==> config.mk <==
export PLATFORM = sky130hd
export DESIGN_NAME = pfd_decoder
export DESIGN_NICKNAME = d
export VERILOG_FILES = /design/src/pfd_pkg.sv /design/src/pfd_cycle_timer.sv /design/src/pfd_decoder.sv
export SDC_FILE = /design/constraint.sdc
export NUM_CORES = 1
export LEC_CHECK = 0
export BUFFER_PORTS_ARGS = -buffer_cell sky130_fd_sc_hd__buf_2
export CAP_MARGIN = 0
export CELL_PAD_IN_SITES_DETAIL_PLACEMENT = 0
export CELL_PAD_IN_SITES_GLOBAL_PLACEMENT = 1
export CORE_MARGIN = 5
export CORE_UTILIZATION = 35
export DETAILED_ROUTE_END_ITERATION = 7
export PLACE_DENSITY_LB_ADDON = 0.1
export SLEW_MARGIN = 20
export SYNTH_ARGS = -nofsm -noshare
export SYNTH_HDL_FRONTEND = slang
export SYNTH_HIERARCHICAL = 1
export SYNTH_SLANG_ARGS = --single-unit
==> constraint.sdc <==
create_clock -name pclk -period 3.85 [get_ports pclk]
set_input_delay 0.385 -clock pclk [delete_from_list [all_inputs] [get_ports pclk]]
set_output_delay 0.385 -clock pclk [all_outputs]
set_load 0.02 [all_outputs]
==> src/pfd_pkg.sv <==
package pfd_pkg;
   localparam int PC_W = 11;
   localparam int STK_DEPTH = 8;
   localparam int SP_W = 3;
   localparam int CYC_W = 3;

   // Opcode patterns, 12-bit instruction words
   localparam logic [11:0] OPC_NOP = 12'h000;
   localparam logic [11:0] OPC_SLEEP = 12'h003;
   localparam logic [11:0] OPC_SUB_EXIT = 12'h00C;
   localparam logic [11:0] OPC_PSUB_EXIT = 12'h00D;
   localparam logic [11:0] OPC_INT_EXIT = 12'h00E;
   localparam logic [11:0] OPC_INT_EXIT_TMR = 12'h00F;
   localparam logic [11:0] OPC_PM_FETCH = 12'h041;
   localparam logic [11:0] OPC_PCMOV = 12'h022;
   localparam logic [11:0] OPC_PCADD = 12'h1E2;
   localparam logic [11:0] OPC_BANK_M = 12'hFF8;
   localparam logic [11:0] OPC_BANK_V = 12'h018;
   localparam logic [11:0] OPC_PAGE_V = 12'h010;
   localparam logic [11:0] OPC_HI4_M = 12'hF00;
   localparam logic [11:0] OPC_CALL_V = 12'h900;
   localparam logic [11:0] OPC_LIT_EXIT_V = 12'h800;
   localparam logic [11:0] OPC_JUMP_M = 12'hE00;
   localparam logic [11:0] OPC_JUMP_V = 12'hA00;
   localparam logic [11:0] OPC_SKIP_M = 12'hE00;
   localparam logic [11:0] OPC_SKIP_V = 12'h600;
   localparam int SKIP_SET_BIT = 8;
   localparam logic [4:0] FILE_PC = 5'h02;
   localparam logic [4:0] FILE_STATUS = 5'h03;

   // Status layout
   localparam int ST_PAGE_LO = 5;
   localparam int ST_EXPIRY = 4;
   localparam int ST_HALT = 3;
   localparam logic [7:0] STATUS_RST = 8'h00;

   // Cycle costs, compatible and turbo
   localparam logic [CYC_W-1:0] CYC_ONE = 3'h1;
   localparam logic [CYC_W-1:0] CYC_FLOW_C = 3'h2;
   localparam logic [CYC_W-1:0] CYC_FLOW_T = 3'h3;
   localparam logic [CYC_W-1:0] CYC_FETCH_C = 3'h1;
   localparam logic [CYC_W-1:0] CYC_FETCH_T = 3'h4;
   localparam logic [CYC_W-1:0] CYC_PCW_C = 3'h4;
   localparam logic [CYC_W-1:0] CYC_PCW_T = 3'h3;
   localparam logic [CYC_W-1:0] CYC_SKIP = 3'h2;
   localparam logic [CYC_W-1:0] CYC_PCSKIP_C = 3'h4;
   localparam logic [CYC_W-1:0] CYC_PCSKIP_T = 3'h2;

   // APB register byte offsets
   localparam logic [7:0] REG_CTRL = 8'h00;
   localparam logic [7:0] REG_INSTR = 8'h04;
   localparam logic [7:0] REG_STAT = 8'h08;
   localparam logic [7:0] REG_PC = 8'h0C;
   localparam logic [7:0] REG_CORE = 8'h10;
   localparam logic [7:0] REG_TIMER = 8'h14;
   localparam logic [7:0] REG_SHADOW = 8'h18;
   localparam logic [7:0] REG_SHPC = 8'h1C;
   localparam logic [7:0] REG_FDATA = 8'h20;

   typedef enum logic [3:0] {
      OP_NOP, OP_CALL, OP_JUMP, OP_SEXIT, OP_PEXIT, OP_IEXIT, OP_IEXIT_T, OP_LEXIT,
      OP_BANK, OP_PAGE, OP_FETCH, OP_SLEEP, OP_PCMOV, OP_PCADD, OP_SKIP
   } pfd_op_e;

   typedef struct packed {
      logic [7:0] fsp;
      logic [7:0] status;
      logic [7:0] w;
   } pfd_ctx_s;
endpackage : pfd_pkg

==> src/pfd_cycle_timer.sv <==
`timescale 1ns/1ns
module pfd_cycle_timer
   import pfd_pkg::*;
(
   // Clock and reset
   input wire logic pclk,
   input wire logic presetn,
   // Start request
   input wire logic start,
   input wire logic [pfd_pkg::CYC_W-1:0] cycles,
   // Status
   output logic busy,
   output logic done
);
   logic [CYC_W-1:0] left_r;

   always_ff @(posedge pclk or negedge presetn)
   begin
      if (!presetn)
         left_r <= '0;
      else if (start)
         left_r <= cycles;
      else if (left_r != '0)
         left_r <= left_r - CYC_ONE;
   end

   assign busy = (left_r != '0);
   assign done = (left_r == CYC_ONE);
endmodule : pfd_cycle_timer

==> src/pfd_decoder.sv <==
`timescale 1ns/1ns
module pfd_decoder
   import pfd_pkg::*;
(
   // Clock and reset
   input wire logic pclk,
   input wire logic presetn,
   // APB slave
   input wire logic psel,
   input wire logic penable,
   input wire logic pwrite,
   input wire logic [7:0] paddr,
   input wire logic [31:0] pwdata,
   output logic [31:0] prdata,
   output logic pready,
   output logic pslverr,
   // Program memory read port
   output logic [11:0] pmem_addr,
   input wire logic [11:0] pmem_data,
   // Power control
   output logic osc_stop
);
   import pfd_pkg::*;

   logic turbo_r;
   logic [11:0] instr_r;
   logic [PC_W-1:0] pc_r;
   logic [PC_W-1:0] stack_r [STK_DEPTH];
   logic [SP_W-1:0] sp_r;
   pfd_ctx_s ctx_r;
   pfd_ctx_s shadow_r;
   logic [PC_W-1:0] shpc_r;
   logic [3:0] mode_r;
   logic [7:0] timer_r;
   logic [7:0] wdog_r;
   logic [7:0] fdata_r;
   logic halt_r;
   logic fetch_r;
   logic [31:0] prdata_r;
   logic pready_r;
   logic pslverr_r;
   logic [11:0] pmem_addr_r;

   logic wr_acc;
   logic issue;
   logic busy;
   logic done;
   pfd_op_e op;
   logic [CYC_W-1:0] cyc;
   logic skip_take;
   logic [7:0] test_val;
   logic [PC_W-1:0] pc_nxt;
   logic [PC_W-1:0] pc_inc;
   logic [PC_W-1:0] tos;
   logic [1:0] page;
   logic mapped;
   logic [31:0] rdata_nxt;

   assign wr_acc = psel && penable && pready_r && pwrite;
   assign issue = wr_acc && (paddr == REG_INSTR) && !busy && !halt_r;
   assign pc_inc = pc_r + PC_W'(1);
   assign tos = stack_r[sp_r - SP_W'(1)];
   assign page = ctx_r.status[ST_PAGE_LO+1:ST_PAGE_LO];

   pfd_cycle_timer u_timer (
      .pclk(pclk),
      .presetn(presetn),
      .start(issue),
      .cycles(cyc),
      .busy(busy),
      .done(done)
   );

   // Operand of a bit test: pc and status are local, other files come from software
   always_comb
   begin
      test_val = fdata_r;
      if (pwdata[4:0] == FILE_PC)
         test_val = pc_r[7:0];
      else if (pwdata[4:0] == FILE_STATUS)
         test_val = ctx_r.status;
   end

   // Decode and cost
   always_comb
   begin
      op = OP_NOP;
      cyc = CYC_ONE;
      skip_take = 1'b0;
      if ((pwdata[11:0] & OPC_HI4_M) == OPC_CALL_V)
      begin
         op = OP_CALL;
         cyc = turbo_r ? CYC_FLOW_T : CYC_FLOW_C;
      end
      else if ((pwdata[11:0] & OPC_JUMP_M) == OPC_JUMP_V)
      begin
         op = OP_JUMP;
         cyc = turbo_r ? CYC_FLOW_T : CYC_FLOW_C;
      end
      else if ((pwdata[11:0] & OPC_HI4_M) == OPC_LIT_EXIT_V)
      begin
         op = OP_LEXIT;
         cyc = turbo_r ? CYC_FLOW_T : CYC_FLOW_C;
      end
      else if ((pwdata[11:0] & OPC_SKIP_M) == OPC_SKIP_V)
      begin
         op = OP_SKIP;
         skip_take = (test_val[pwdata[7:5]] == pwdata[SKIP_SET_BIT]);
         if (!skip_take)
            cyc = CYC_ONE;
         else if (pwdata[4:0] == FILE_PC && pwdata[7:5] == 3'h0)
            cyc = turbo_r ? CYC_PCSKIP_T : CYC_PCSKIP_C;
         else
            cyc = CYC_SKIP;
      end
      else if ((pwdata[11:0] & OPC_BANK_M) == OPC_BANK_V)
         op = OP_BANK;
      else if ((pwdata[11:0] & OPC_BANK_M) == OPC_PAGE_V)
         op = OP_PAGE;
      else
      begin
         case (pwdata[11:0])
            OPC_SUB_EXIT:
            begin
               op = OP_SEXIT;
               cyc = turbo_r ? CYC_FLOW_T : CYC_FLOW_C;
            end
            OPC_PSUB_EXIT:
            begin
               op = OP_PEXIT;
               cyc = turbo_r ? CYC_FLOW_T : CYC_FLOW_C;
            end
            OPC_INT_EXIT:
            begin
               op = OP_IEXIT;
               cyc = turbo_r ? CYC_FLOW_T : CYC_FLOW_C;
            end
            OPC_INT_EXIT_TMR:
            begin
               op = OP_IEXIT_T;
               cyc = turbo_r ? CYC_FLOW_T : CYC_FLOW_C;
            end
            OPC_PM_FETCH:
            begin
               op = OP_FETCH;
               cyc = turbo_r ? CYC_FETCH_T : CYC_FETCH_C;
            end
            OPC_SLEEP:
               op = OP_SLEEP;
            OPC_PCMOV:
            begin
               op = OP_PCMOV;
               cyc = turbo_r ? CYC_PCW_T : CYC_PCW_C;
            end
            OPC_PCADD:
            begin
               op = OP_PCADD;
               cyc = turbo_r ? CYC_PCW_T : CYC_PCW_C;
            end
            default:
               op = OP_NOP;
         endcase
      end
   end

   // Next program counter
   always_comb
   begin
      case (op)
         OP_CALL:
            pc_nxt = {page, 1'b0, pwdata[7:0]};
         OP_JUMP:
            pc_nxt = {page, pwdata[8:0]};
         OP_SEXIT, OP_PEXIT, OP_LEXIT:
            pc_nxt = tos;
         OP_IEXIT, OP_IEXIT_T:
            pc_nxt = shpc_r;
         OP_PCMOV:
            pc_nxt = {page, 1'b0, ctx_r.w};
         OP_PCADD:
            pc_nxt = {page, 1'b0, 8'(pc_r[7:0] + ctx_r.w)};
         OP_SKIP:
            pc_nxt = skip_take ? pc_r + PC_W'(2) : pc_inc;
         default:
            pc_nxt = pc_inc;
      endcase
   end

   always_ff @(posedge pclk or negedge presetn)
   begin
      if (!presetn)
         pc_r <= '0;
      else if (issue)
         pc_r <= pc_nxt;
   end

   // Hardware stack; wraps silently on overflow like a fixed-depth ring
   always_ff @(posedge pclk or negedge presetn)
   begin
      if (!presetn)
      begin
         sp_r <= '0;
         for (int i = 0; i < STK_DEPTH; i++)
            stack_r[i] <= '0;
      end
      else if (issue && op == OP_CALL)
      begin
         stack_r[sp_r] <= pc_inc;
         sp_r <= sp_r + SP_W'(1);
      end
      else if (issue && (op == OP_SEXIT || op == OP_PEXIT || op == OP_LEXIT))
         sp_r <= sp_r - SP_W'(1);
   end

   // Accumulator, status and file pointer
   always_ff @(posedge pclk or negedge presetn)
   begin
      if (!presetn)
         ctx_r <= '{fsp: 8'h00, status: STATUS_RST, w: 8'h00};
      else if (fetch_r && done)
         ctx_r.w <= pmem_data[7:0];
      else if (issue)
      begin
         case (op)
            OP_IEXIT, OP_IEXIT_T:
               ctx_r <= shadow_r;
            OP_LEXIT:
               ctx_r.w <= pwdata[7:0];
            OP_PEXIT:
               ctx_r.status[ST_PAGE_LO+1:ST_PAGE_LO] <= tos[PC_W-1:PC_W-2];
            OP_BANK:
               ctx_r.fsp[7:5] <= pwdata[2:0];
            OP_PAGE:
               ctx_r.status[7:5] <= pwdata[2:0];
            OP_SLEEP:
            begin
               ctx_r.status[ST_EXPIRY] <= 1'b1;
               ctx_r.status[ST_HALT] <= 1'b1;
            end
            default:
               ctx_r <= ctx_r;
         endcase
      end
   end

   // Program memory fetch: address presented at issue, word taken at completion
   always_ff @(posedge pclk or negedge presetn)
   begin
      if (!presetn)
      begin
         fetch_r <= 1'b0;
         pmem_addr_r <= '0;
         mode_r <= '0;
      end
      else if (fetch_r && done)
      begin
         fetch_r <= 1'b0;
         mode_r <= pmem_data[11:8];
      end
      else if (issue && op == OP_FETCH)
      begin
         fetch_r <= 1'b1;
         pmem_addr_r <= {mode_r, ctx_r.w};
      end
   end

   // Timer; the subtraction uses the pre-restore accumulator
   always_ff @(posedge pclk or negedge presetn)
   begin
      if (!presetn)
         timer_r <= '0;
      else if (issue && op == OP_IEXIT_T)
         timer_r <= timer_r - ctx_r.w;
      else if (wr_acc && paddr == REG_TIMER)
         timer_r <= pwdata[7:0];
   end

   // Watchdog counts while running; power down clears it and halts until reset
   always_ff @(posedge pclk or negedge presetn)
   begin
      if (!presetn)
      begin
         wdog_r <= '0;
         halt_r <= 1'b0;
      end
      else if (issue && op == OP_SLEEP)
      begin
         wdog_r <= '0;
         halt_r <= 1'b1;
      end
      else if (!halt_r)
         wdog_r <= wdog_r + 8'h01;
   end

   // Software writable configuration
   always_ff @(posedge pclk or negedge presetn)
   begin
      if (!presetn)
      begin
         turbo_r <= 1'b0;
         instr_r <= '0;
         shadow_r <= '0;
         shpc_r <= '0;
         fdata_r <= '0;
      end
      else if (wr_acc)
      begin
         case (paddr)
            REG_CTRL:
               turbo_r <= pwdata[0];
            REG_INSTR:
               instr_r <= issue ? pwdata[11:0] : instr_r;
            REG_SHADOW:
               shadow_r <= pwdata[23:0];
            REG_SHPC:
               shpc_r <= pwdata[PC_W-1:0];
            REG_FDATA:
               fdata_r <= pwdata[7:0];
            default:
               fdata_r <= fdata_r;
         endcase
      end
   end

   // Read mux
   always_comb
   begin
      mapped = 1'b1;
      rdata_nxt = '0;
      case (paddr)
         REG_CTRL:
            rdata_nxt = {31'h0, turbo_r};
         REG_INSTR:
            rdata_nxt = {20'h0, instr_r};
         REG_STAT:
            rdata_nxt = {25'h0, sp_r, 1'b0, fetch_r, halt_r, busy};
         REG_PC:
            rdata_nxt = {21'h0, pc_r};
         REG_CORE:
            rdata_nxt = {4'h0, mode_r, ctx_r};
         REG_TIMER:
            rdata_nxt = {16'h0, wdog_r, timer_r};
         REG_SHADOW:
            rdata_nxt = {8'h0, shadow_r};
         REG_SHPC:
            rdata_nxt = {21'h0, shpc_r};
         REG_FDATA:
            rdata_nxt = {24'h0, fdata_r};
         default:
            mapped = 1'b0;
      endcase
   end

   // No wait state: answer registered in setup, ready in the first access cycle
   always_ff @(posedge pclk or negedge presetn)
   begin
      if (!presetn)
      begin
         pready_r <= 1'b0;
         pslverr_r <= 1'b0;
         prdata_r <= '0;
      end
      else if (psel && !penable)
      begin
         pready_r <= 1'b1;
         pslverr_r <= !mapped;
         prdata_r <= pwrite ? 32'h0 : rdata_nxt;
      end
      else
      begin
         pready_r <= 1'b0;
         pslverr_r <= 1'b0;
      end
   end

   assign prdata = prdata_r;
   assign pready = pready_r;
   assign pslverr = pslverr_r;
   assign pmem_addr = pmem_addr_r;
   assign osc_stop = halt_r;
endmodule : pfd_decoder

# Word-level counts from Yosys, hierarchy flattened
# Index checks and enable logic that the tools add are counted.
[classes]
n_addsub = 8
n_lt_le_gt_ge = 4
n_eq_ne = 41
muxes = 58
bitwise = 3
reduce_logical = 52
[op_table]
columns = ["cell", "n"]
rows = [
  ["one-hot mux 28 bit (9 select lines)", 1],
  ["bitwise mux 88 bit", 1],
  ["one-hot mux 11 bit (7 select lines)", 1],
  ["2-to-1 mux 8 bit", 8],
  ["equality test 12 x 4 -> 1 bit (second input constant)", 4],
  ["2-to-1 mux 3 bit", 15],
  ["2-to-1 mux 11 bit", 4],
  ["equality test 4 bit (second input constant)", 9],
  ["binary-select mux 11 bit (select 3 bit)", 1],
  ["demux 11 bit (select 3 bit)", 1],
  ["equality test 8 x 5 -> 1 bit (second input constant)", 4],
  ["2-to-1 mux 32 bit", 1],
  ["one-hot mux 4 bit (8 select lines)", 1],
  ["2-to-1 mux 4 bit", 6],
  ["equality test 9 x 2 -> 1 bit (second input constant)", 2],
  ["AND reduction 3 bit", 6],
  ["equality test 4 x 3 -> 1 bit (second input constant)", 4],
  ["equality test 8 x 4 -> 1 bit (second input constant)", 2],
  ["logical AND 1 bit", 16],
  ["one-hot mux 8 bit (2 select lines)", 1],
  ["nonzero test 2 bit", 8],
  ["equality test 12 x 2 -> 1 bit (second input constant)", 1],
  ["equality test 12 x 6 -> 1 bit (second input constant)", 1],
  ["equality test 12 x 7 -> 1 bit (second input constant)", 1],
  ["40 further kinds", 67],
]
[word_totals]
regBits = 253
wordCells = 200

# Longest topological paths before layout
# Gate-level depths: netlist of the first run.
[logic_depth]
depth_word = 14
mapped_depth = 13
mapped_depth_nobuf = 11

# Hierarchy
# Netlist of the first run, hierarchy kept.
[modules_own_cells]
columns = ["mod", "n_inst", "cells_per_inst", "area_per_inst_um2", "seq_area_each_um2"]
rows = [
  ["pfd_decoder", 1, 1295, 12932.4, 6155.9],
  ["pfd_cycle_timer", 1, 22, 219.0, 75.1],
]

# Worst setup path after synthesis of the first run
# Ideal clock, no wire load.
[synth_path]
path_kind = "reg2reg"
from = "register sp_r[0]"
to = "register pc_r[5]"
t_arrival_ps = 3231
setup_slack_ps = 484
path_stages_with_launch = 12
n_path_buf = 4
path_cell_list = "dfrtp_1 clkbuf_1 clkbuf_1 inv_1 ha_1 clkbuf_1 clkbuf_1 mux4_2 mux2i_1 nor2_1 a2111oi_0 a21oi_1"
[synth_between]
elab_chain_len = 6
[synth_rtl]
columns = ["element", "line_no", "rtl"]
rows = [
  ["start: declaration", "pfd_decoder.sv:29", "logic [SP_W-1:0] sp_r;"],
  ["start signal: assignment", "pfd_decoder.sv:209", "sp_r <= sp_r + SP_W'(1);"],
  ["start signal: assignment", "pfd_decoder.sv:212", "sp_r <= sp_r - SP_W'(1);"],
  ["subtractor 3 x 1 -> 3 bit", "pfd_decoder.sv:62", "assign tos = stack_r[sp_r - SP_W'(1)];"],
  ["inverter 3 -> 4 bit (not written as such)", "pfd_decoder.sv:62", ""],
  ["binary-select mux 11 bit (select 3 bit)", "pfd_decoder.sv:62", ""],
  ["2-to-1 mux 11 bit (not written as such) (2 in series)", "pfd_decoder.sv:62", ""],
  ["one-hot mux 11 bit (7 select lines)", "pfd_decoder.sv:169", "case (op)"],
  ["end signal: assignment", "pfd_decoder.sv:194", "pc_r <= pc_nxt;"],
  ["end: declaration", "pfd_decoder.sv:27", "logic [PC_W-1:0] pc_r;"],
]
# No other way between the ends. The select of a mux whose other input is x is not followed.
# A chain may end at the register's enable or synchronous reset.

# Final worst setup path of the first run
[layout_path]
from = "register ctx_r[14] (netlist name)"
to = "register u_timer.left_r[0]"
[layout_between]
elab_chain_len = 11
[layout_rtl]
columns = ["element", "line_no", "rtl"]
rows = [
  ["start: declaration", "pfd_decoder.sv:30", "pfd_ctx_s ctx_r;"],
  ["start signal: assignment", "pfd_decoder.sv:219", "ctx_r <= '{fsp: 8'h00, status: STATUS_RST, w: 8'h00};"],
  ["start signal: assignment", "pfd_decoder.sv:226", "ctx_r <= shadow_r;"],
  ["start signal: assignment", "pfd_decoder.sv:241", "ctx_r <= ctx_r;"],
  ["2-to-1 mux 8 bit", "pfd_decoder.sv:80", "else if (pwdata[4:0] == FILE_STATUS)"],
  ["2-to-1 mux 8 bit", "pfd_decoder.sv:78", "if (pwdata[4:0] == FILE_PC)"],
  ["binary-select mux 1 bit (select 3 bit)", "pfd_decoder.sv:108", "skip_take = (test_val[pwdata[7:5]] == pwdata[SKIP_SET_BIT]);"],
  ["2-to-1 mux 1 bit (not written as such)", "pfd_decoder.sv:108", ""],
  ["equality test 1 bit", "pfd_decoder.sv:108", ""],
  ["2-to-1 mux 3 bit", "pfd_decoder.sv:109", "if (!skip_take)"],
  ["2-to-1 mux 3 bit", "pfd_decoder.sv:105", "else if ((pwdata[11:0] & OPC_SKIP_M) == OPC_SKIP_V)"],
  ["2-to-1 mux 3 bit", "pfd_decoder.sv:100", "else if ((pwdata[11:0] & OPC_HI4_M) == OPC_LIT_EXIT_V)"],
  ["2-to-1 mux 3 bit", "pfd_decoder.sv:95", "else if ((pwdata[11:0] & OPC_JUMP_M) == OPC_JUMP_V)"],
  ["2-to-1 mux 3 bit", "pfd_decoder.sv:90", "if ((pwdata[11:0] & OPC_HI4_M) == OPC_CALL_V)"],
  ["named net cyc[0]", "pfd_decoder.sv:49", "logic [CYC_W-1:0] cyc;"],
  ["2-to-1 mux 3 bit", "pfd_cycle_timer.sv:21", "else if (start)"],
  ["end signal: assignment", "pfd_cycle_timer.sv:22", "left_r <= cycles;"],
  ["end signal: assignment", "pfd_cycle_timer.sv:24", "left_r <= left_r - CYC_ONE;"],
  ["end: declaration", "pfd_cycle_timer.sv:15", "logic [CYC_W-1:0] left_r;"],
]
# The timed path passes the listed nets, and every way through them passes these cells. The select of a mux whose other input is x is not followed.

==> results.py, run 1 <==
metrics = {
    "synthesis": {
        "synth_top_area_share_pct": 47.4,
        "yosysWarnings": 6,
        "async_flop_share_pct": 100,
        "ys_seq_area_share_pct": 47.4,
        "synth_cells": 1317,
        "synth-seq-cells": 249,
        "synth_edf_count": 0,
        "avgSynthCellArea_sq_um": 9.99,
        "ys_types": 81,
        "syn_area_sq_mm": 0.0132,
        "synth_flop_cell": "dfrtp_1",
        "yosys.area.top_type": "dfrtp_1",
        "ys_top_cells_by_area": "dfrtp_1, mux2_2, nand2_1, o21ai_0, mux4_2",
    },
    "routing": {
        "first_pass_iters": 5,
        "drc": 0,
        "antenna_left": 0,
        "totalWireLength_um": 42100,
        "vias_per_cell": 5.36,
        "vias": 10400,
        "wire_per_inst_um": 21.6,
        "drt_iter0_drc": 702,
    },
    "placed_design": {
        "dp_hpwl_um": 29500,
        "io_buffers": 91,
        "placed_area_sq_mm": 0.0144,
        "gp_congestion": 0.875,
    },
    "floorplan": {
        "rows": 71,
        "start_util_pct": 35.2,
        "die_area_sq_mm": 0.0416,
        "die_w_um": 204,
        "ios": 104,
        "coreArea_sq_mm": 0.0374,
        "die-height_um": 204,
    },
    "global_routing": {
        "grt_max_degree": 112,
        "grt-ovfl-total": 0,
        "first_global_vias": 10600,
        "grt_pass1_wl_um": 65600,
        "grt_antenna_before_repair": 1,
        "track_usage_pct": 20.2,
    },
    "timing": {
        "max_freq_mhz": 327,
        "fin_crit_sh_pct": 79.5,
        "fin_setup_tns_ns": 0,
        "tightest_slew_ns": 0.897,
        "rsz0062_at_grt": "no",
        "skew_ns": 0.0169,
        "slew_viol_final": 0,
        "fin_crit_ns": 3.06,
        "hold_violations": 0,
        "slew_headroom_pct": 40.2,
        "setup_viol": 0,
    },
    "finish": {
        "final_util_pct": 41.5,
        "syn2layout_area_growth_pct": 18.0,
        "fillers": 3687,
        "drive_above_1_share_pct": 22.7,
        "finalInstanceArea_sq_mm": 0.0155,
        "nNetsFinal": 1496,
    },
    "hold_path": {
        "hold_path_depth": 2,
        "hp-class": "in2reg",
    },
    "outcome": {
        "status": "complete, no violations",
    },
    "pwr": {
        "p_leak_nw": 7.15,
        "p_per_area_mw_per_mm2": 400,
        "ir_worst_vdd_mv": 0.355,
        "p_int_mw": 4.79,
        "p_clk_share_pct": 51.2,
        "switching_share_pct": 22.7,
        "combPwrFrac_pct": 5.9,
        "p_sw_mw": 1.41,
        "seqPwrFrac_pct": 42.9,
    },
    "setup_path": {
        "ff2ff_path_depth": 9,
        "path_max_fanout": 10,
        "worstSetupPathType": "reg2reg",
        "required_ns": 4.31,
        "startpoint_type": "register",
        "cp-end-kind": "register",
        "cp.arrival_ns": 3.52,
    },
    "cts": {
        "clockRootBuffer": "clkbuf_16",
        "ctsHoldBuffers": 1,
        "cts_setup_buffers": 0,
        "cts_sinks": 249,
        "cts_tree": "built",
        "clock_latency_ns": 0.57,
        "htree_levels": 1,
        "clockBufferDepth": 3,
        "cts_resized": 0,
        "clkTransAtPathRegs_ns": 0.06,
        "cts_buffers": 30,
    },
    "flow_run": {
        "max_cap_violations": 0,
    },
}
## critical path: stages (launching register included)
cell      delay, ns
dfrtp_1        0.48
mux2_2         0.30
mux4_2         0.45
nand3b_1       0.20
a31oi_1        0.35
nor2_2         0.19
buf_4          0.21
a221oi_1       0.39
inv_1          0.09
a221oi_1       0.29
## sequential cells by signal (all words and copies together) (netlist names)
name	count
timer_r	8
mode_r	4
fetch_r	1
instr_r	12
sp_r	3
pready	1
shpc_r	11
ctx_r	24
prdata	28
osc_stop	1
pslverr	1
u_timer/left_r	3
shadow_r	24
turbo_r	1
pc_r	11
fdata_r	8
stack_r	88
wdog_r	8
pmem_addr	12
## synth_stat cells, drive strengths merged, types with 9 or more instances
library cell  instances
a211oi               10
nor2b                 9
a22oi                31
mux2                 67
buf                  20
nand3                16
mux4                 25
a21oi                74
clkbuf               72
nand2               188
a22o                 14
mux2i                29
nand2b               10
ha                   22
a221oi               19
a21o                 13
dfrtp               249
xor2                 15
inv                  36
nor2                100
o22ai                10
o21ai               125
nor3                 20
xnor2                20
a31oi                11
## metrics by stage
step           power, mW  hold WS [ns]  cells  setup WS [ns]
3_3_place_gp        3.08         0.457   1893          0.433
3_5_place_dp        3.08         0.465   1893          0.405
2_1_floorplan       2.90        0.0894   1320          0.484
4_1_cts             6.30        0.0144   1949          0.774
6_report            6.20        0.0470   1950          0.791
5_1_grt             6.44        0.0354   1950          0.570
## cell usage in the layout (no fill, tap or decap), types with 4 or more instances in the layout
| master | count |
|---|---|
| a211oi_1 | 10 |
| a21o_1 | 13 |
| a21oi_1 | 74 |
| a221o_1 | 4 |
| a221oi_1 | 19 |
| a222oi_1 | 8 |
| a22o_1 | 14 |
| a22oi_1 | 31 |
| a31oi_1 | 11 |
| and2_1 | 6 |
| and3_1 | 6 |
| buf_2 | 90 |
| buf_4 | 61 |
| bufinv_16 | 7 |
| clkbuf_16 | 31 |
| clkbuf_8 | 5 |
| clkinv_2 | 6 |
| conb_1 | 4 |
| dfrtp_1 | 248 |
| ha_1 | 22 |
| inv_1 | 36 |
| mux2_2 | 67 |
| mux2i_1 | 29 |
| mux4_2 | 25 |
| nand2_1 | 188 |
| nand2b_1 | 10 |
| nand3_1 | 16 |
| nand4_1 | 8 |
| nor2_1 | 97 |
| nor2b_1 | 9 |
| nor3_1 | 15 |
| nor3_2 | 5 |
| nor4_1 | 4 |
| o21ai_0 | 123 |
| o22ai_1 | 10 |
| or3_1 | 4 |
| or4_1 | 4 |
| xnor2_1 | 20 |
| xor2_1 | 15 |
## kinds of logic (layout without fill, tap and decap cells)
kind of cell               count (synthesis)  count (layout)  share of synthesized area [%]
DFF                                      249             249                           47.4
xor gates and xnor gates                  35              35                           2.33
AOI/OAI and AO/OA                        352             352                           17.0
and+or+nand+nor                          407             407                           14.5
muxes                                    121             121                           12.2
buffers and inverters                    128             246                           4.12
other                                      1               5                         0.0285
adders and majority gates                 24              24                           2.40
## path summary, 6_finish.rpt
check                                 from                end  slack [ns]
min in group asynchronous          presetn         prdata[19]        0.50
max in group asynchronous          presetn        stack_r[58]        2.44
worst max register to register   ctx_r[14]  u_timer/left_r[0]        0.79
worst max-delay path             ctx_r[14]  u_timer/left_r[0]        0.79
worst min-delay path            pwdata[23]       shadow_r[23]        0.05
worst min register to register  prdata[18]         prdata[18]        0.47
## power by group through the flow
stage / Sequential (mW) / Clock [mW] / Combinational, mW
global placement: 2.71 / 0 / 0.367
global route: 2.67 / 3.36 / 0.414
finish: 2.66 / 3.17 / 0.363
CTS: 2.66 / 3.27 / 0.369
floorplan: 2.70 / 0 / 0.196
detailed placement: 2.71 / 0 / 0.366
## final cells by class
type / count / area, sq um / area share, %
flip-flops and latches: 249 / 6230 / 40.2
multi-input cells: 943 / 6410 / 41.3
clock buffers: 39 / 856 / 5.52
clock inverters: 16 / 264 / 1.70
diodes: 1 / 2.50 / 0.0161
well taps: 511 / 639 / 4.12
repair buffers: 155 / 973 / 6.27
inverters: 36 / 135 / 0.871
## metal layers
metal / GRT usage (%) / routed length [um]
met2: 32.5 / 19400
met3: 3.00 / 2050
met4: 5.95 / 1220
met5: 0 / 0
met1: 28.6 / 19300
(Power assumes the default switching activity.)
==> inputs of run 2 (changes only) <==
--- a/config.mk
+++ b/config.mk
@@ -5,6 +5,7 @@
 export SDC_FILE = /design/constraint.sdc
 export NUM_CORES = 1
 export LEC_CHECK = 0
+export ABC_AREA = 1
 export BUFFER_PORTS_ARGS = -buffer_cell sky130_fd_sc_hd__buf_2
 export CAP_MARGIN = 0
 export CELL_PAD_IN_SITES_DETAIL_PLACEMENT = 0
==> constraint.sdc (replaced) <==
create_clock -name pclk -period 2.8 [get_ports pclk]
set_input_delay 0.28 -clock pclk [delete_from_list [all_inputs] [get_ports pclk]]
set_output_delay 0.28 -clock pclk [all_outputs]
set_load 0.02 [all_outputs]
==> run 2 against run 1 <==
  * Synthesized area grew 2.0%
  * Final area grew 3.5%
  * Critical path depth grew 3
  * Count of clock-buffer cells in the layout grew 3
  * Highest routed layer is now met5
==> results.py, run 2 <==
metrics = {
    "routing": {
        "antenna_left": 0,
        "first_pass_iters": 5,
        "drc": 0,
        "vias_per_cell": 5.14,
        "totalWireLength_um": 46500,
        "drt_iter0_drc": 913,
        "vias": 12200,
        "wire_per_inst_um": 19.6,
    },
    "floorplan": {
        "ios": 104,
        "coreArea_sq_mm": 0.0378,
        "rows": 71,
        "start_util_pct": 35.5,
        "die_area_sq_mm": 0.0424,
        "die_w_um": 206,
        "die-height_um": 206,
    },
    "synthesis": {
        "synth_cells": 1697,
        "synthSimpleGateAreaFrac_pct": 23.3,
        "async_flop_share_pct": 100,
        "yosys.area.top_type": "dfrtp_1",
        "synth_top_family_by_area": "simple AND/OR/NAND/NOR gates",
        "yosysMostFrequentCell": "nand2_1",
        "synth_flop_cell": "dfrtp_1",
        "avgSynthCellArea_sq_um": 7.91,
        "synth_fa_ha_area_share_pct": 2.35,
        "synth.mux.area_fraction_pct": 0.653,
        "synth_xor_area_share_pct": 2.15,
        "syn_area_sq_mm": 0.0134,
        "synth_compound_area_share_pct": 17.9,
        "ys_types": 60,
        "yosysWarnings": 6,
        "ys_top_cells_by_area": "dfrtp_1, nand2_1, o21ai_0, inv_1, nor2_1",
        "yosys-top-cells-count": "nand2_1, o21ai_0, dfrtp_1, inv_1, nor2_1",
        "ys_seq_area_share_pct": 46.4,
        "synth-seq-cells": 249,
        "synth_top_area_share_pct": 46.4,
        "synth_edf_count": 0,
    },
    "setup_path": {
        "path_max_fanout": 16,
        "worstSetupPathType": "reg2reg",
        "startpoint_type": "register",
        "endpoint": "stack_r[70]",
        "ff2ff_path_depth": 12,
        "path_cells": "inv_1, ha_1, nand2_2, nor3_1, nand2_2, nor2_4, inv_2, nor2_2, nand2_1, buf_12, nand2_1, o21ai_0",
        "cp.arrival_ns": 2.85,
        "cp-end-kind": "register",
        "r2r-end": "stack_r[70]",
        "r2r_start": "u_timer/left_r[0]",
        "required_ns": 3.23,
        "cp_slowest_cell": "dfrtp_1",
        "startpoint": "u_timer/left_r[0]",
        "critPathMaxStageDelay_ns": 0.41,
        "reg2reg_slack_ns": 0.37,
    },
    "finish": {
        "final_util_pct": 42.5,
        "fillers": 3907,
        "nNetsFinal": 1926,
        "mostFrequentLayoutCells": "nand2_1, o21ai_0, dfrtp_1",
        "drive_above_1_share_pct": 14.5,
        "syn2layout_area_growth_pct": 19.6,
        "largest_reg_flops": 88,
        "final_common_cell": "nand2_1",
        "top_register": "stack_r",
    },
    "timing": {
        "skew_ns": 0.0156,
        "max_freq_mhz": 412,
        "slew_viol_final": 0,
        "fin_crit_ns": 2.43,
        "tightest_slew_ns": 0.767,
        "holdWs_ns": 0.0283,
        "rsz0062_at_grt": "no",
        "slew_headroom_pct": 48.3,
        "setup_viol": 0,
        "hold_violations": 0,
        "fin_setup_tns_ns": 0,
        "fin_crit_sh_pct": 86.6,
        "worst_slack_ns": 0.374,
    },
    "cts": {
        "clkTransAtPathRegs_ns": 0.06,
        "clockBufferDepth": 3,
        "htree_levels": 1,
        "cts_resized": 0,
        "clock_latency_ns": 0.57,
        "cts_sinks": 249,
        "cts_tree": "built",
        "clockRootBuffer": "clkbuf_16",
        "cts_setup_buffers": 0,
        "cts_buffers": 30,
    },
    "global_routing": {
        "first_global_vias": 12000,
        "grt_max_degree": 76,
        "grt_pass1_wl_um": 71700,
        "track_usage_pct": 21.9,
        "grt-ovfl-total": 0,
        "grt_antenna_before_repair": 3,
    },
    "pwr": {
        "p_per_area_mw_per_mm2": 500,
        "ir_worst_vdd_mv": 0.400,
        "p_leak_nw": 7.63,
    },
    "placed_design": {
        "io_buffers": 91,
        "gp_congestion": 0.916,
        "place_ws_ns": 0.276,
        "dp_hpwl_um": 33800,
    },
    "hold_path": {
        "hp-class": "in2reg",
        "holdCritStartpoint": "pmem_data[6]",
    },
    "flow_run": {
        "max_cap_violations": 0,
    },
    "outcome": {
        "status": "complete, no violations",
    },
}
[run 2: changes by cell type in the layout (fill, tap and decap cells not counted), moves of 14 or more]
cell	delta
dlygate4sd3_1	+23
a22oi_1	-29
a21oi_1	-29
nand3_1	+48
o211ai_1	+23
nand2_1	+288
mux2_2	-61
mux2i_1	-27
inv_2	+14
nand4_1	+19
mux4_2	-25
o21ai_0	+136
inv_1	+104
[run 2: cells by family after synthesis]
family          Yosys count
simple gates            726
compound gates          416
other cells               1
xor+xnor                 33
flops                   249
buf+inv                 240
mux                       8
fa+ha+maj                24
[run 2: area by class of cell]
| cell class | instances | area [sq um] | area share (%) |
|---|---|---|---|
| multi-input combinational | 1211 | 6240 | 38.9 |
| sequential | 249 | 6230 | 38.8 |
| timing repair buffer | 192 | 1350 | 8.39 |
| clock buffer | 42 | 857 | 5.34 |
| tap | 511 | 639 | 3.98 |
| inverter | 161 | 607 | 3.78 |
| clock inverter | 10 | 125 | 0.780 |
| antenna | 1 | 2.50 | 0.0156 |
[run 2: metrics by stage]
| stage | area (sq um) | instances | power [mW] |
|---|---|---|---|
| final | 16000 | 2377 | 8.02 |
| after global routing | 16000 | 2377 | 8.32 |
| after CTS | 16000 | 2376 | 8.14 |
| after detailed placement | 14800 | 2300 | 4.14 |
| after global placement | 14800 | 2300 | 4.14 |
| after floorplan | 13400 | 1700 | 3.90 |
[run 2: critical path: cells and delay by family (launching register included)]
| family | cells | cell delay, ns |
|---|---|---|
| adder cells (fa/ha/maj) | 1 | 0.22 |
| AO/OA/AOI/OAI | 1 | 0.07 |
| flip-flops | 1 | 0.41 |
| buffers and inverters | 3 | 0.40 |
| AND/OR/NAND/NOR | 7 | 1.18 |
[run 2: repair_timing]
item / 4_1_cts / 5_1_grt
endpoints found under the setup margin: 0 / 0
hold buffers: 24 / 0
endpoints found under the hold margin: 93 / 0
[run 2: routing by layer]
metal / wire length, um / vias to the layer above / share of wire [%] / GRT usage, %
li1: - / 5960 / - / -
met1: 21300 / 5870 / 46 / 30.9
met2: 21500 / 304 / 46 / 35.2
met3: 2390 / 75 / 5.1 / 3.88
met4: 1290 / 2 / 2.8 / 5.42
met5: 7 / - / 0.015 / 0
[run 2: worst min path at each step]
stage                  end  slack (ns)  cells past startpoint
2_1_floorplan     ctx_r[0]       -0.02                      0
3_3_place_gp   stack_r[68]        0.32                      1
3_5_place_dp   stack_r[57]        0.32                      1
4_1_cts           ctx_r[6]        0.01                      3
5_1_grt             pready        0.04                      3
6_report          ctx_r[6]        0.03                      3
[run 2: where the power goes]
part	switching, mW	internal (mW)	total, mW
clock network	1.54	2.38	3.92
logic	0.324	0.149	0.473
registers	0.0134	3.61	3.63
total	1.88	6.15	8.02
==> inputs of run 3 (changes only) <==
--- a/config.mk
+++ b/config.mk
@@ -10,12 +10,11 @@
 export CAP_MARGIN = 0
 export CELL_PAD_IN_SITES_DETAIL_PLACEMENT = 0
 export CELL_PAD_IN_SITES_GLOBAL_PLACEMENT = 1
-export CORE_MARGIN = 5
+export CORE_MARGIN = 3
 export CORE_UTILIZATION = 35
 export DETAILED_ROUTE_END_ITERATION = 7
 export PLACE_DENSITY_LB_ADDON = 0.1
 export SLEW_MARGIN = 20
 export SYNTH_ARGS = -nofsm -noshare
 export SYNTH_HDL_FRONTEND = slang
-export SYNTH_HIERARCHICAL = 1
 export SYNTH_SLANG_ARGS = --single-unit
==> run 3 against run 2 <==
  * Wire length rose by 1.1%
  * Register-to-register slack got worse by 0.06 ns
  * Worst hold slack worse by 0.00084 ns
  * Largest power group unchanged
  * Highest routed layer is now met4
==> results.py, run 3 <==
metrics = {
    "timing": {
        "slew_headroom_pct": 33.7,
        "fin_crit_sh_pct": 89.0,
        "fin_setup_tns_ns": 0,
        "tightest_slew_ns": 0.994,
        "max_freq_mhz": 401,
        "worst_slack_ns": 0.309,
        "rsz0062_at_grt": "no",
        "skew_ns": 0.0205,
        "setup_viol": 0,
        "slew_viol_final": 0,
        "hold_violations": 0,
        "fin_crit_ns": 2.49,
    },
    "routing": {
        "drt_iter0_drc": 996,
        "totalWireLength_um": 47000,
        "vias_per_cell": 4.91,
        "vias": 12500,
        "antenna_left": 0,
        "first_pass_iters": 5,
        "drc": 0,
        "wire_per_inst_um": 18.5,
    },
    "placed_design": {
        "io_buffers": 91,
        "dp_hpwl_um": 34400,
        "gp_congestion": 0.910,
        "place_ws_ns": 0.179,
        "placed_area_sq_mm": 0.0156,
    },
    "cts": {
        "clock_latency_ns": 0.58,
        "clockBufferDepth": 3,
        "cts_tree": "built",
        "cts_buffers": 31,
        "cts_sinks": 249,
        "htree_levels": 1,
        "clkTransAtPathRegs_ns": 0.06,
        "clockRootBuffer": "clkbuf_16",
    },
    "setup_path": {
        "path_cells": "ha_1, fa_1, nand3_1, nand3_1, nand2_1, nand2_1, nand2_1, nand2_1, or2_2, nand3_1, nand2_1, nor2_1, nand3_1, nor2_1, nand2_1, nand2_1, nand2_1",
        "worstSetupPathType": "reg2reg",
        "cp.arrival_ns": 2.95,
        "critPathMaxStageDelay_ns": 0.41,
        "critical_path.top_delay_family": "simple AND/OR/NAND/NOR gates",
        "path_max_fanout": 3,
        "cp_num_buf_inv": 0,
        "startpoint_type": "register",
        "required_ns": 3.26,
        "cp-end-kind": "register",
        "path_common_cell": "nand2_1",
        "cp_slowest_cell": "fa_1",
    },
    "synthesis": {
        "async_flop_share_pct": 100,
        "synth_flop_cell": "dfrtp_1",
        "synth_top_area_share_pct": 44.3,
        "syn_area_sq_mm": 0.0141,
        "yosys-top-cells-count": "nand2_1, inv_1, dfrtp_1, o21ai_0, nor2_1",
        "yosys.area.top_type": "dfrtp_1",
        "synth-seq-cells": 249,
        "yosysMostFrequentCell": "nand2_1",
        "ys_seq_area_share_pct": 44.3,
        "synth_edf_count": 0,
        "yosysWarnings": 0,
        "ys_types": 53,
        "synth_cells": 1842,
        "avgSynthCellArea_sq_um": 7.63,
        "ys_top_cells_by_area": "dfrtp_1, nand2_1, inv_1, o21ai_0, a21oi_1",
    },
    "pwr": {
        "finalPower_mw": 8.35,
        "p_sw_mw": 1.98,
        "p_int_mw": 6.36,
        "seqPwrFrac_pct": 43.5,
        "p_per_area_mw_per_mm2": 495,
        "ir_worst_vdd_mv": 0.447,
        "p_clk_share_pct": 50.3,
        "switching_share_pct": 23.8,
        "p_leak_nw": 8.50,
        "combPwrFrac_pct": 6.2,
    },
    "floorplan": {
        "start_util_pct": 35.9,
        "die_w_um": 206,
        "ios": 104,
        "die_area_sq_mm": 0.0426,
        "die-height_um": 206,
        "rows": 72,
        "coreArea_sq_mm": 0.0392,
    },
    "outcome": {
        "status": "complete, no violations",
    },
    "finish": {
        "nNetsFinal": 2083,
        "final_common_cell": "nand2_1",
        "n_antenna_cell": 0,
        "top_register": "stack_r",
        "syn2layout_area_growth_pct": 19.9,
        "mostFrequentLayoutCells": "nand2_1, inv_1, dfrtp_1",
        "drive_above_1_share_pct": 13.6,
        "finalInstanceArea_sq_mm": 0.0169,
        "largest_reg_flops": 88,
        "final_util_pct": 43.0,
    },
    "global_routing": {
        "grt-ovfl-total": 0,
        "grt_antenna_before_repair": 0,
        "grt_pass1_wl_um": 73400,
        "track_usage_pct": 22.4,
        "first_global_vias": 12200,
        "grt_max_degree": 91,
    },
    "hold_path": {
        "hp-class": "in2reg",
    },
    "flow_run": {
        "max_cap_violations": 0,
    },
}
## run 3: worst min-delay path, delay by kind of cell
family,cells,cell delay [ns]
buffers and inverters,1,0.08
AOI/OAI and AO/OA,2,0.20
## run 3: timing repair
action / in CTS / in global routing
setup buffers: 0 / 0
hold buffers: 22 / 0
gates resized for setup: 0 / 0
hold endpoints to repair: 105 / 0
## run 3: power groups by stage
stage          combinational [mW]  clock (mW)  sequential, mW
2_1_floorplan               0.226           0            3.69
6_report                    0.520        4.20            3.63
3_5_place_dp                0.498           0            3.69
4_1_cts                     0.524        4.31            3.63
3_3_place_gp                0.501           0            3.69
5_1_grt                     0.579        4.44            3.63
## run 3: layout make-up
type                       instances  area [sq um]
sequential                       249          6230
tap                              518           648
fill                            4118         22300
inverter                         322          1210
timing repair buffer             202          1440
clock inverter                    12           196
clock buffer                      41           853
multi-input combinational       1196          6270
## run 3: metal layers
| layer | vias to the layer above | track usage [%] | wire, um |
|---|---|---|---|
| met4 | 0 | 5.21 | 904 |
| met2 | 296 | 33.7 | 20400 |
| met5 | - | 0 | 0 |
| met1 | 5856 | 34.0 | 23200 |
| met3 | 48 | 3.10 | 2520 |
| li1 | 6281 | - | - |
## run 3: final timing paths
kind	startpoint	endpoint	slack, ns	cells after the start
min in group asynchronous	presetn	stack_r[72]	0.35	2
min reg2reg	u_timer.left_r[1]	u_timer.left_r[1]	0.48	2
min	pmem_data[4]	ctx_r[4]	0.03	3
max reg2reg	pc_r[0]	pc_r[6]	0.31	17
max	pc_r[0]	pc_r[6]	0.31	17
max in group asynchronous	presetn	prdata[25]	1.69	3
## run 3: through the flow
step                      std cells  hold WS [ns]
after global routing           2540        0.0413
final                          2540        0.0274
after detailed placement       2465         0.392
after global placement         2465         0.388
after CTS                      2540       0.00176
after floorplan                1845       -0.0156
## run 3: cells by family (layout without fill, tap and decap cells)
logic type,count (synthesis),after routing,synth area share [%]
AND/OR/NAND/NOR,659,659,20.3
other,1,4,0.0267
flip-flops,249,249,44.3
adder cells (fa/ha/maj),24,24,2.24
XOR/XNOR,33,33,2.06
AO/OA/AOI/OAI,442,442,17.4
buffers and inverters,400,577,11.2
multiplexers,34,34,2.47
